`src/pkg/mts_pkg.sv`:
```
package mts_pkg;

  // Clock rate
  localparam int unsigned CLK_HZ = 40000000;
  // Interval timer figures in milliseconds
  localparam int unsigned INTERVAL_DEFAULT_MS = 100;
  localparam int unsigned INTERVAL_MIN_MS = 1;
  localparam longint unsigned INTERVAL_MAX_MS = 64'd999999999;
  // Cycles per millisecond tick
  localparam int unsigned MS_CYCLES = CLK_HZ / 1000;
  localparam int unsigned MS_CNT_W = 16;
  // Time fields carry milliseconds; 30 bits hold 999999999
  localparam int unsigned TIME_W = 30;
  localparam logic [TIME_W-1:0] TIME_MAX = TIME_W'(INTERVAL_MAX_MS);
  localparam logic [TIME_W-1:0] INTERVAL_RST = TIME_W'(INTERVAL_DEFAULT_MS);
  localparam logic [TIME_W-1:0] INTERVAL_FLOOR = TIME_W'(INTERVAL_MIN_MS);
  // Hold count limits
  localparam logic [6:0] HOLD_CNT_MIN = 7'h02;
  localparam logic [6:0] HOLD_CNT_MAX = 7'h64;
  // Window limits in hundredths of a percent
  localparam logic [11:0] HOLD_WIN_MIN = 12'h001;
  localparam logic [11:0] HOLD_WIN_MAX = 12'h7D0;
  // Beep pulse length in cycles
  localparam int unsigned BEEP_CYCLES = 4;

  // Event source selection
  typedef enum logic [2:0] {
    MTS_SRC_IMM,
    MTS_SRC_KEY,
    MTS_SRC_TIMER,
    MTS_SRC_EXT,
    MTS_SRC_BUS
  } mts_src_t;

  // Sequencer states
  typedef enum logic [3:0] {
    MTS_IDLE,
    MTS_DETECT,
    MTS_DELAY,
    MTS_CHAN_OPEN,
    MTS_CHAN_CLOSE,
    MTS_CONV,
    MTS_CONV_WAIT,
    MTS_HOLD_CHK,
    MTS_DONE
  } mts_state_t;

  // Host commands, each a one-cycle pulse
  typedef struct packed {
    logic initiate;
    logic cont_on;
    logic cont_off;
    logic to_idle;
    logic bus_trigger;
  } mts_cmd_t;

  // Static configuration
  typedef struct packed {
    logic [2:0] source;
    logic [TIME_W-1:0] interval_ms;
    logic [TIME_W-1:0] delay_ms;
    logic auto_delay;
    logic [TIME_W-1:0] auto_delay_ms;
    logic repeat_filter;
    logic [6:0] filter_count;
    logic hold_en;
    logic [11:0] hold_window;
    logic [6:0] hold_count;
    logic scan_en;
    logic sweep_mode;
    logic [15:0] point_count;
  } mts_cfg_t;

  // Conversion result from the converter
  typedef struct packed {
    logic valid;
    logic signed [31:0] value;
  } mts_conv_t;

endpackage : mts_pkg
```
`src/hw/mts_sequencer.sv`:
```
module mts_sequencer
  import mts_pkg::*;
#(
  parameter int unsigned MS_DIV = MS_CYCLES,
  parameter int unsigned CHAN_W = 8
) (
  input wire logic clk_sys,
  input wire logic srst,
  input wire mts_cmd_t cmd,
  input wire mts_cfg_t cfg,
  input wire logic interval_load,
  input wire logic [TIME_W-1:0] interval_value,
  input wire logic front_panel_fire_key,
  input wire logic remote_mode,
  input wire logic ext_trigger_in,
  input wire logic [CHAN_W-1:0] scan_last_chan,
  input wire mts_conv_t conv_result,
  output logic conv_start,
  output logic chan_open,
  output logic chan_close,
  output logic [CHAN_W-1:0] chan_index,
  output logic reading_valid,
  output logic signed [31:0] reading,
  output logic beep,
  output logic idle,
  output logic cont_mode,
  output logic [TIME_W-1:0] interval_ms
);

  mts_state_t state;
  mts_state_t next_state;

  // Pin synchronisers, three stages each
  logic [2:0] key_sync;
  logic [2:0] ext_sync;
  logic key_seen;
  logic ext_seen;

  logic [MS_CNT_W-1:0] ms_div;
  logic [TIME_W-1:0] delay_cnt;
  logic [TIME_W-1:0] timer_cnt;
  logic timer_first;
  logic chan_valid;
  logic [6:0] filt_cnt;
  logic signed [39:0] filt_acc;
  logic signed [31:0] seed;
  logic [6:0] hold_cnt;
  logic seed_taken;
  logic [15:0] point_cnt;
  logic [2:0] beep_cnt;

  // Command decode
  wire go_idle = cmd.to_idle;
  wire leave_idle = cmd.initiate | cmd.cont_on;
  wire ms_tick = (ms_div == MS_CNT_W'(MS_DIV - 1));

  // Edge detect on the agreeing later stages of the synchronisers
  wire key_edge = key_sync[1] & key_sync[2] & ~key_seen;
  wire ext_edge = ext_sync[1] & ext_sync[2] & ~ext_seen;
  wire key_fall = ~key_sync[1] & ~key_sync[2];
  wire ext_fall = ~ext_sync[1] & ~ext_sync[2];

  // Interval source usable only when scanning
  wire timer_src = (cfg.source == MTS_SRC_TIMER) & cfg.scan_en;
  wire timer_due = timer_first | (timer_cnt == '0);

  // Event detection per source
  wire src_imm = (cfg.source == MTS_SRC_IMM);
  wire src_key = (cfg.source == MTS_SRC_KEY) & key_edge & ~remote_mode;
  wire src_tmr = timer_src & timer_due;
  wire src_ext = (cfg.source == MTS_SRC_EXT) & ext_edge;
  wire src_bus = (cfg.source == MTS_SRC_BUS) & cmd.bus_trigger;
  wire event_hit = src_imm | src_key | src_tmr | src_ext | src_bus;

  // Delay selection; sweep mode uses delay, fixed mode skips it
  wire [TIME_W-1:0] delay_sel = cfg.auto_delay ? cfg.auto_delay_ms : cfg.delay_ms;
  wire skip_delay = ~cfg.sweep_mode | (delay_sel == '0);

  // Conversion count per reading
  wire [6:0] conv_need = cfg.repeat_filter ? cfg.filter_count : 7'h01;
  wire filt_last = (filt_cnt + 7'h01 >= conv_need);
  wire signed [39:0] acc_next = filt_acc + 40'(conv_result.value);
  wire signed [31:0] filt_val = 32'(acc_next / $signed({33'h0, conv_need}));

  // Window test: |x - seed| * 10000 <= |seed| * window
  wire signed [32:0] diff = 33'(reading) - 33'(seed); // Latched reading, stable in hold check
  wire [32:0] diff_abs = diff[32] ? 33'(-diff) : diff;
  wire [31:0] seed_abs = seed[31] ? 32'(-seed) : 32'(seed);
  wire [47:0] lhs = 48'(diff_abs) * 48'd10000;
  wire [47:0] rhs = 48'(seed_abs) * 48'(cfg.hold_window);
  wire in_window = (lhs <= rhs);
  wire [6:0] hold_need = (cfg.hold_count < HOLD_CNT_MIN) ? HOLD_CNT_MIN :
                         (cfg.hold_count > HOLD_CNT_MAX) ? HOLD_CNT_MAX : cfg.hold_count;
  wire hold_done = seed_taken & in_window & (hold_cnt + 7'h01 >= hold_need);

  // Sweep point bookkeeping
  wire points_done = ~cfg.sweep_mode | (point_cnt + 16'h0001 >= cfg.point_count);
  wire [CHAN_W-1:0] chan_next = (chan_index >= scan_last_chan) ? '0 : chan_index + 1'b1;

  // Interval setting clamped to its legal range
  wire [TIME_W-1:0] interval_clamp = (interval_value < INTERVAL_FLOOR) ? INTERVAL_FLOOR :
                                     (interval_value > TIME_MAX) ? TIME_MAX : interval_value;

  // Next state
  always_comb begin
    next_state = state;
    case (state)
      MTS_IDLE: begin
        if (leave_idle) begin
          next_state = MTS_DETECT;
        end
      end
      MTS_DETECT: begin
        if (event_hit) begin
          next_state = skip_delay ? MTS_CHAN_OPEN : MTS_DELAY;
        end
      end
      MTS_DELAY: begin
        if (delay_cnt == '0) begin
          next_state = MTS_CHAN_OPEN;
        end
      end
      MTS_CHAN_OPEN: begin
        next_state = cfg.scan_en ? MTS_CHAN_CLOSE : MTS_CONV;
      end
      MTS_CHAN_CLOSE: begin
        next_state = MTS_CONV;
      end
      MTS_CONV: begin
        next_state = MTS_CONV_WAIT;
      end
      MTS_CONV_WAIT: begin
        if (conv_result.valid) begin
          if (!filt_last) begin
            next_state = MTS_CONV;
          end else if (cfg.hold_en) begin
            next_state = MTS_HOLD_CHK;
          end else begin
            next_state = MTS_DONE;
          end
        end
      end
      MTS_HOLD_CHK: begin
        next_state = hold_done ? MTS_DONE : MTS_CONV;
      end
      MTS_DONE: begin
        if (!points_done) begin
          next_state = MTS_DETECT;
        end else begin
          next_state = cont_mode ? MTS_DETECT : MTS_IDLE;
        end
      end
      default: begin
        next_state = MTS_IDLE;
      end
    endcase
    if (go_idle) begin
      next_state = MTS_IDLE;
    end
  end

  // State register and continuous flag
  always_ff @(posedge clk_sys) begin
    if (srst) begin
      state <= MTS_IDLE;
      cont_mode <= 1'b0;
    end else begin
      state <= next_state;
      if (go_idle | cmd.cont_off) begin
        cont_mode <= 1'b0;
      end else if (cmd.cont_on) begin
        cont_mode <= 1'b1;
      end
    end
  end

  // Pin synchronisers and one-shot latches
  always_ff @(posedge clk_sys) begin
    if (srst) begin
      key_sync <= '0;
      ext_sync <= '0;
      key_seen <= 1'b0;
      ext_seen <= 1'b0;
    end else begin
      key_sync <= {key_sync[1:0], front_panel_fire_key};
      ext_sync <= {ext_sync[1:0], ext_trigger_in};
      key_seen <= key_edge ? 1'b1 : (key_fall ? 1'b0 : key_seen);
      ext_seen <= ext_edge ? 1'b1 : (ext_fall ? 1'b0 : ext_seen);
    end
  end

  // Millisecond tick
  always_ff @(posedge clk_sys) begin
    if (srst) begin
      ms_div <= '0;
    end else begin
      ms_div <= ms_tick ? '0 : ms_div + 1'b1;
    end
  end

  // Interval setting register
  always_ff @(posedge clk_sys) begin
    if (srst) begin
      interval_ms <= INTERVAL_RST;
    end else if (interval_load) begin
      interval_ms <= interval_clamp;
    end
  end

  // Interval timer; reset in idle or outside scan
  always_ff @(posedge clk_sys) begin
    if (srst || state == MTS_IDLE || !cfg.scan_en) begin
      timer_first <= 1'b1;
      timer_cnt <= '0;
    end else if (state == MTS_DETECT && src_tmr) begin
      timer_first <= 1'b0;
      timer_cnt <= interval_ms;
    end else if (ms_tick && timer_cnt != '0) begin
      timer_cnt <= timer_cnt - 1'b1;
    end
  end

  // Delay countdown
  always_ff @(posedge clk_sys) begin
    if (srst || go_idle) begin
      delay_cnt <= '0;
    end else if (state == MTS_DETECT && event_hit) begin
      delay_cnt <= delay_sel;
    end else if (state == MTS_DELAY && ms_tick && delay_cnt != '0) begin
      delay_cnt <= delay_cnt - 1'b1;
    end
  end

  // Channel stepping
  always_ff @(posedge clk_sys) begin
    if (srst) begin
      chan_open <= 1'b0;
      chan_close <= 1'b0;
      chan_valid <= 1'b0;
      chan_index <= '0;
    end else begin
      chan_open <= (state == MTS_CHAN_OPEN) & cfg.scan_en & chan_valid;
      chan_close <= (state == MTS_CHAN_CLOSE) & ~go_idle;
      if (state == MTS_CHAN_CLOSE && !go_idle) begin
        chan_index <= chan_valid ? chan_next : '0;
        chan_valid <= 1'b1;
      end else if (state == MTS_IDLE) begin
        chan_valid <= 1'b0;
      end
    end
  end

  // Conversion and filtering
  always_ff @(posedge clk_sys) begin
    if (srst) begin
      conv_start <= 1'b0;
      filt_cnt <= '0;
      filt_acc <= '0;
      reading_valid <= 1'b0;
      reading <= '0;
    end else begin
      conv_start <= (state == MTS_CONV) & ~go_idle;
      reading_valid <= 1'b0;
      if (state == MTS_CONV_WAIT && conv_result.valid && !go_idle) begin
        if (filt_last) begin
          filt_cnt <= '0;
          filt_acc <= '0;
          reading <= filt_val;
          reading_valid <= 1'b1;
        end else begin
          filt_cnt <= filt_cnt + 1'b1;
          filt_acc <= acc_next;
        end
      end else if (state == MTS_IDLE) begin
        filt_cnt <= '0;
        filt_acc <= '0;
      end
    end
  end

  // Hold qualification
  always_ff @(posedge clk_sys) begin
    if (srst || go_idle || state == MTS_IDLE) begin
      seed_taken <= 1'b0;
      hold_cnt <= '0;
      seed <= '0;
    end else if (state == MTS_HOLD_CHK) begin
      if (!seed_taken || !in_window) begin
        seed <= reading;
        seed_taken <= 1'b1;
        hold_cnt <= '0;
      end else if (hold_done) begin
        seed_taken <= 1'b0;
        hold_cnt <= '0;
      end else begin
        hold_cnt <= hold_cnt + 1'b1;
      end
    end
  end

  // Sweep point count and beep
  always_ff @(posedge clk_sys) begin
    if (srst) begin
      point_cnt <= '0;
      beep_cnt <= '0;
      beep <= 1'b0;
    end else begin
      if (state == MTS_IDLE || (state == MTS_DONE && points_done)) begin
        point_cnt <= '0;
      end else if (state == MTS_DONE) begin
        point_cnt <= point_cnt + 1'b1;
      end
      if (state == MTS_HOLD_CHK && hold_done && !go_idle) begin
        beep_cnt <= 3'(BEEP_CYCLES);
      end else if (beep_cnt != '0) begin
        beep_cnt <= beep_cnt - 1'b1;
      end
      beep <= (beep_cnt != '0);
    end
  end

  // Idle status
  always_ff @(posedge clk_sys) begin
    if (srst) begin
      idle <= 1'b1;
    end else begin
      idle <= (next_state == MTS_IDLE);
    end
  end

endmodule : mts_sequencer

```
`config.mk`:
```
export PLATFORM = sky130hd
export DESIGN_NAME = mts_sequencer
export DESIGN_NICKNAME = d
export VERILOG_FILES = /design/src/pkg/mts_pkg.sv /design/src/hw/mts_sequencer.sv
export SDC_FILE = /design/constraint.sdc
export NUM_CORES = 2
export LEC_CHECK = 0
export ABC_AREA = 1
export BUFFER_PORTS_ARGS = -buffer_cell sky130_fd_sc_hd__buf_2
export CORE_AREA = 2 2 386 388
export DETAILED_ROUTE_END_ITERATION = 10
export DIE_AREA = 0 0 388 390
export MAX_ROUTING_LAYER = met4
export PLACE_DENSITY = 0.82
export SYNTH_ARGS = -nofsm -noshare
export SYNTH_HDL_FRONTEND = slang
export SYNTH_SLANG_ARGS = --single-unit
```
`constraint.sdc`:
```
create_clock -name clk_sys -period 88.5 [get_ports clk_sys]
set_input_delay 4.425 -clock clk_sys [delete_from_list [all_inputs] [get_ports clk_sys]]
set_output_delay 4.425 -clock clk_sys [all_outputs]
set_load 0.01 [all_outputs]
```
==> results.cfg <==
[die]
rows = 141
num_io_pins = 299
die_height_um = 390
initial_core_util_pct = 54.6
die-area_mm2 = 0.151
die_w_um = 388
core_mm2 = 0.147

[placement]
place_congestion = 1.04
pre_cts_ws_ps = 34.0
place_hpwl_um = 197000
dp_cells = 14727
portBuffers = 268

[routing]
drt_iter0_markers = 7088
drt_wl_total_um = 238000
detail_route.vias_per_cell = 5.44
drt_pass1_iterations = 9
drc = 0
wire_per_inst_um = 16.0
vias = 81050
ant_nets = 0

[synth]
synth_fp_nets = 13801
synth_area_mm2 = 0.0804
synth.most_common_cell = nand2_1
synth-seq-cells = 273
synth.area.top_cells = nand2_1 15%, ha_1 9.8%, fa_1 9.7%, inv_1 9.3%, dfxtp_1 6.8%
synth_edf_count = 0
synth_cell_types = 100
yosysSeqAreaShare_pct = 6.80
synthCells = 12564
synth_area_leader_cell = nand2_1
synth.avg_cell_area_um2 = 6.40
yosysWarnings = 0
ys_top_cells_by_count = 3116 x nand2_1, 1985 x inv_1, 1087 x nor2_1, 744 x nand3_1, 627 x ha_1
synth_ff_type = dfxtp_1
synth_top_area_share_pct = 14.6
synthArstFlopShare_pct = 0

[sta]
final.period_utilization_pct = 93.2
finalHoldViolCount = 0
max_slew.worst_pin.slew_ps = 1020
fmax_mhz = 12.1
report.final.slew_viol_count = 0
period_needed_ps = 82460
slew_headroom_pct = 31.8
setup_slack_ps = 6040
setup_viol = 0
fin_worst_skew_ps = 43.6
timing.setup.tns_ps = 0

[worst_setup_path]
end_kind = register
path_common_cell = nand2_1
cp-start-kind = input pin
crit_arrival_ps = 82970
crit_slowest_cell = fa_1
crit_type = input pin to register
path_max_fanout = 14
required_ps = 89010
cpPeakStageDelay_ps = 550

[clock_tree]
root_buffer = clkbuf_16
clk_latency_ps = 640
cts_tree = yes
hold_buffers = 0
clk_pin_slew_worst_paths_ps = 60
cts.sink_count = 273
numCtsBuffers = 30
clockBufferDepth = 3
htreeDepth = 1

[global_routing]
antenna_found_initial = 10
grt_pass1_wl_um = 384000
grt_pass1_vias = 75103
overflow = 0
grt_use_total_pct = 31.5
grt_max_degree = 79

[cells_and_area]
finish.utilization_pct = 58.2
syn_to_final_growth_pct = 6.62
layout.cells.non_filler = 14890
drive_above_1_share_pct = 18.9
fin_nets = 14170

[outcome]
status = completed

[worst_hold_path]
hold_path_class = register to register

[flow_run]
maxCapViolations = 0
layout by cell type (no fill, tap or decap), drive strengths merged, types with 58 or more instances in the layout:
cell / netlist / final
clkinv: 108 / 115
a211oi: 58 / 58
xor2: 336 / 336
a21oi: 500 / 500
nor2: 1390 / 1392
inv: 2155 / 2155
o21ai: 611 / 612
nor3: 161 / 161
nand2: 3803 / 3803
dfxtp: 273 / 273
or2: 60 / 60
fa: 388 / 388
buf: 107 / 569
nand4: 310 / 310
nand3: 1014 / 1015
ha: 627 / 627
xnor2: 139 / 139
worst paths after layout:
check / startpoint / endpoint / slack [ps] / cells past startpoint
min reg2reg: key_sync[0]$_SDFF_PP0_ / key_sync[1]$_SDFF_PP0_ / 410 / 2
max: conv_result[0] / reading[30]$_SDFFE_PP0P_ / 6040 / 546
max reg2reg: filt_acc[0]$_SDFFE_PP0P_ / reading[30]$_SDFFE_PP0P_ / 9590 / 545
min: key_sync[0]$_SDFF_PP0_ / key_sync[1]$_SDFF_PP0_ / 410 / 2
layer usage:
layer / wire [um] / GRT usage, % / vias to the layer above
met5: 0 / - / -
met4: 7660 / 8.92 / 0
met3: 18100 / 3.41 / 422
met2: 107000 / 50.2 / 2695
met1: 105000 / 42.1 / 37283
li1: - / - / 40650
registers in the layout (all words and copies together) (netlist names), 3 cells and up:
signal,flops
ext_sync,3
interval_ms,30
filt_cnt,7
key_sync,3
timer_cnt,30
ms_div,16
hold_cnt,7
beep_cnt,3
seed,32
delay_cnt,30
filt_acc,40
state,4
point_cnt,16
chan_index,8
reading,32
critical path: cells and delay by family:
family / cells / cell delay, ps
AO/OA/AOI/OAI: 138 / 22550
adder cells (fa/ha/maj): 43 / 13800
buffers and inverters: 99 / 9180
AND/OR/NAND/NOR: 266 / 32660
metrics by stage:
| stage | hold WS [ps] | instance area, um2 |
|---|---|---|
| CTS | 418 | 84500 |
| global placement | 412 | 83500 |
| detailed placement | 409 | 83500 |
| floorplan | 388 | 80400 |
| global route | 429 | 85700 |
| finish | 413 | 85700 |
timing repair:
action | 4_1_cts | 5_1_grt
setup buffers | 0 | 99
endpoints found under the setup margin | 0 | 32
resized for setup | 0 | 127
hold endpoints to repair | 0 | 0
cells by family after synthesis:
group / share of synthesized area (%)
and+or+nand+nor: 43.9
buffers and inverters: 13.9
AOI/OAI and AO/OA: 10.7
adders and majority gates: 19.4
xor gates and xnor gates: 5.26
DFF: 6.80
muxes: 0.0125
area by class of cell:
| class | count | area (um2) |
|---|---|---|
| Multi-Input combinational cell | 9786 | 64200 |
| Fill cell | 14346 | 61400 |
| Inverter | 2272 | 8900 |
| Sequential cell | 273 | 5470 |
| Timing Repair Buffer | 569 | 3630 |
| Tap cell | 1930 | 2410 |
| Clock buffer | 38 | 852 |
| Clock inverter | 17 | 189 |
| Antenna cell | 4 | 10.0 |
| Timing Repair inverter | 1 | 5.00 |
Power is not shown: default switching activity piles up to over one toggle a cycle in this logic, so the estimate is an artifact.
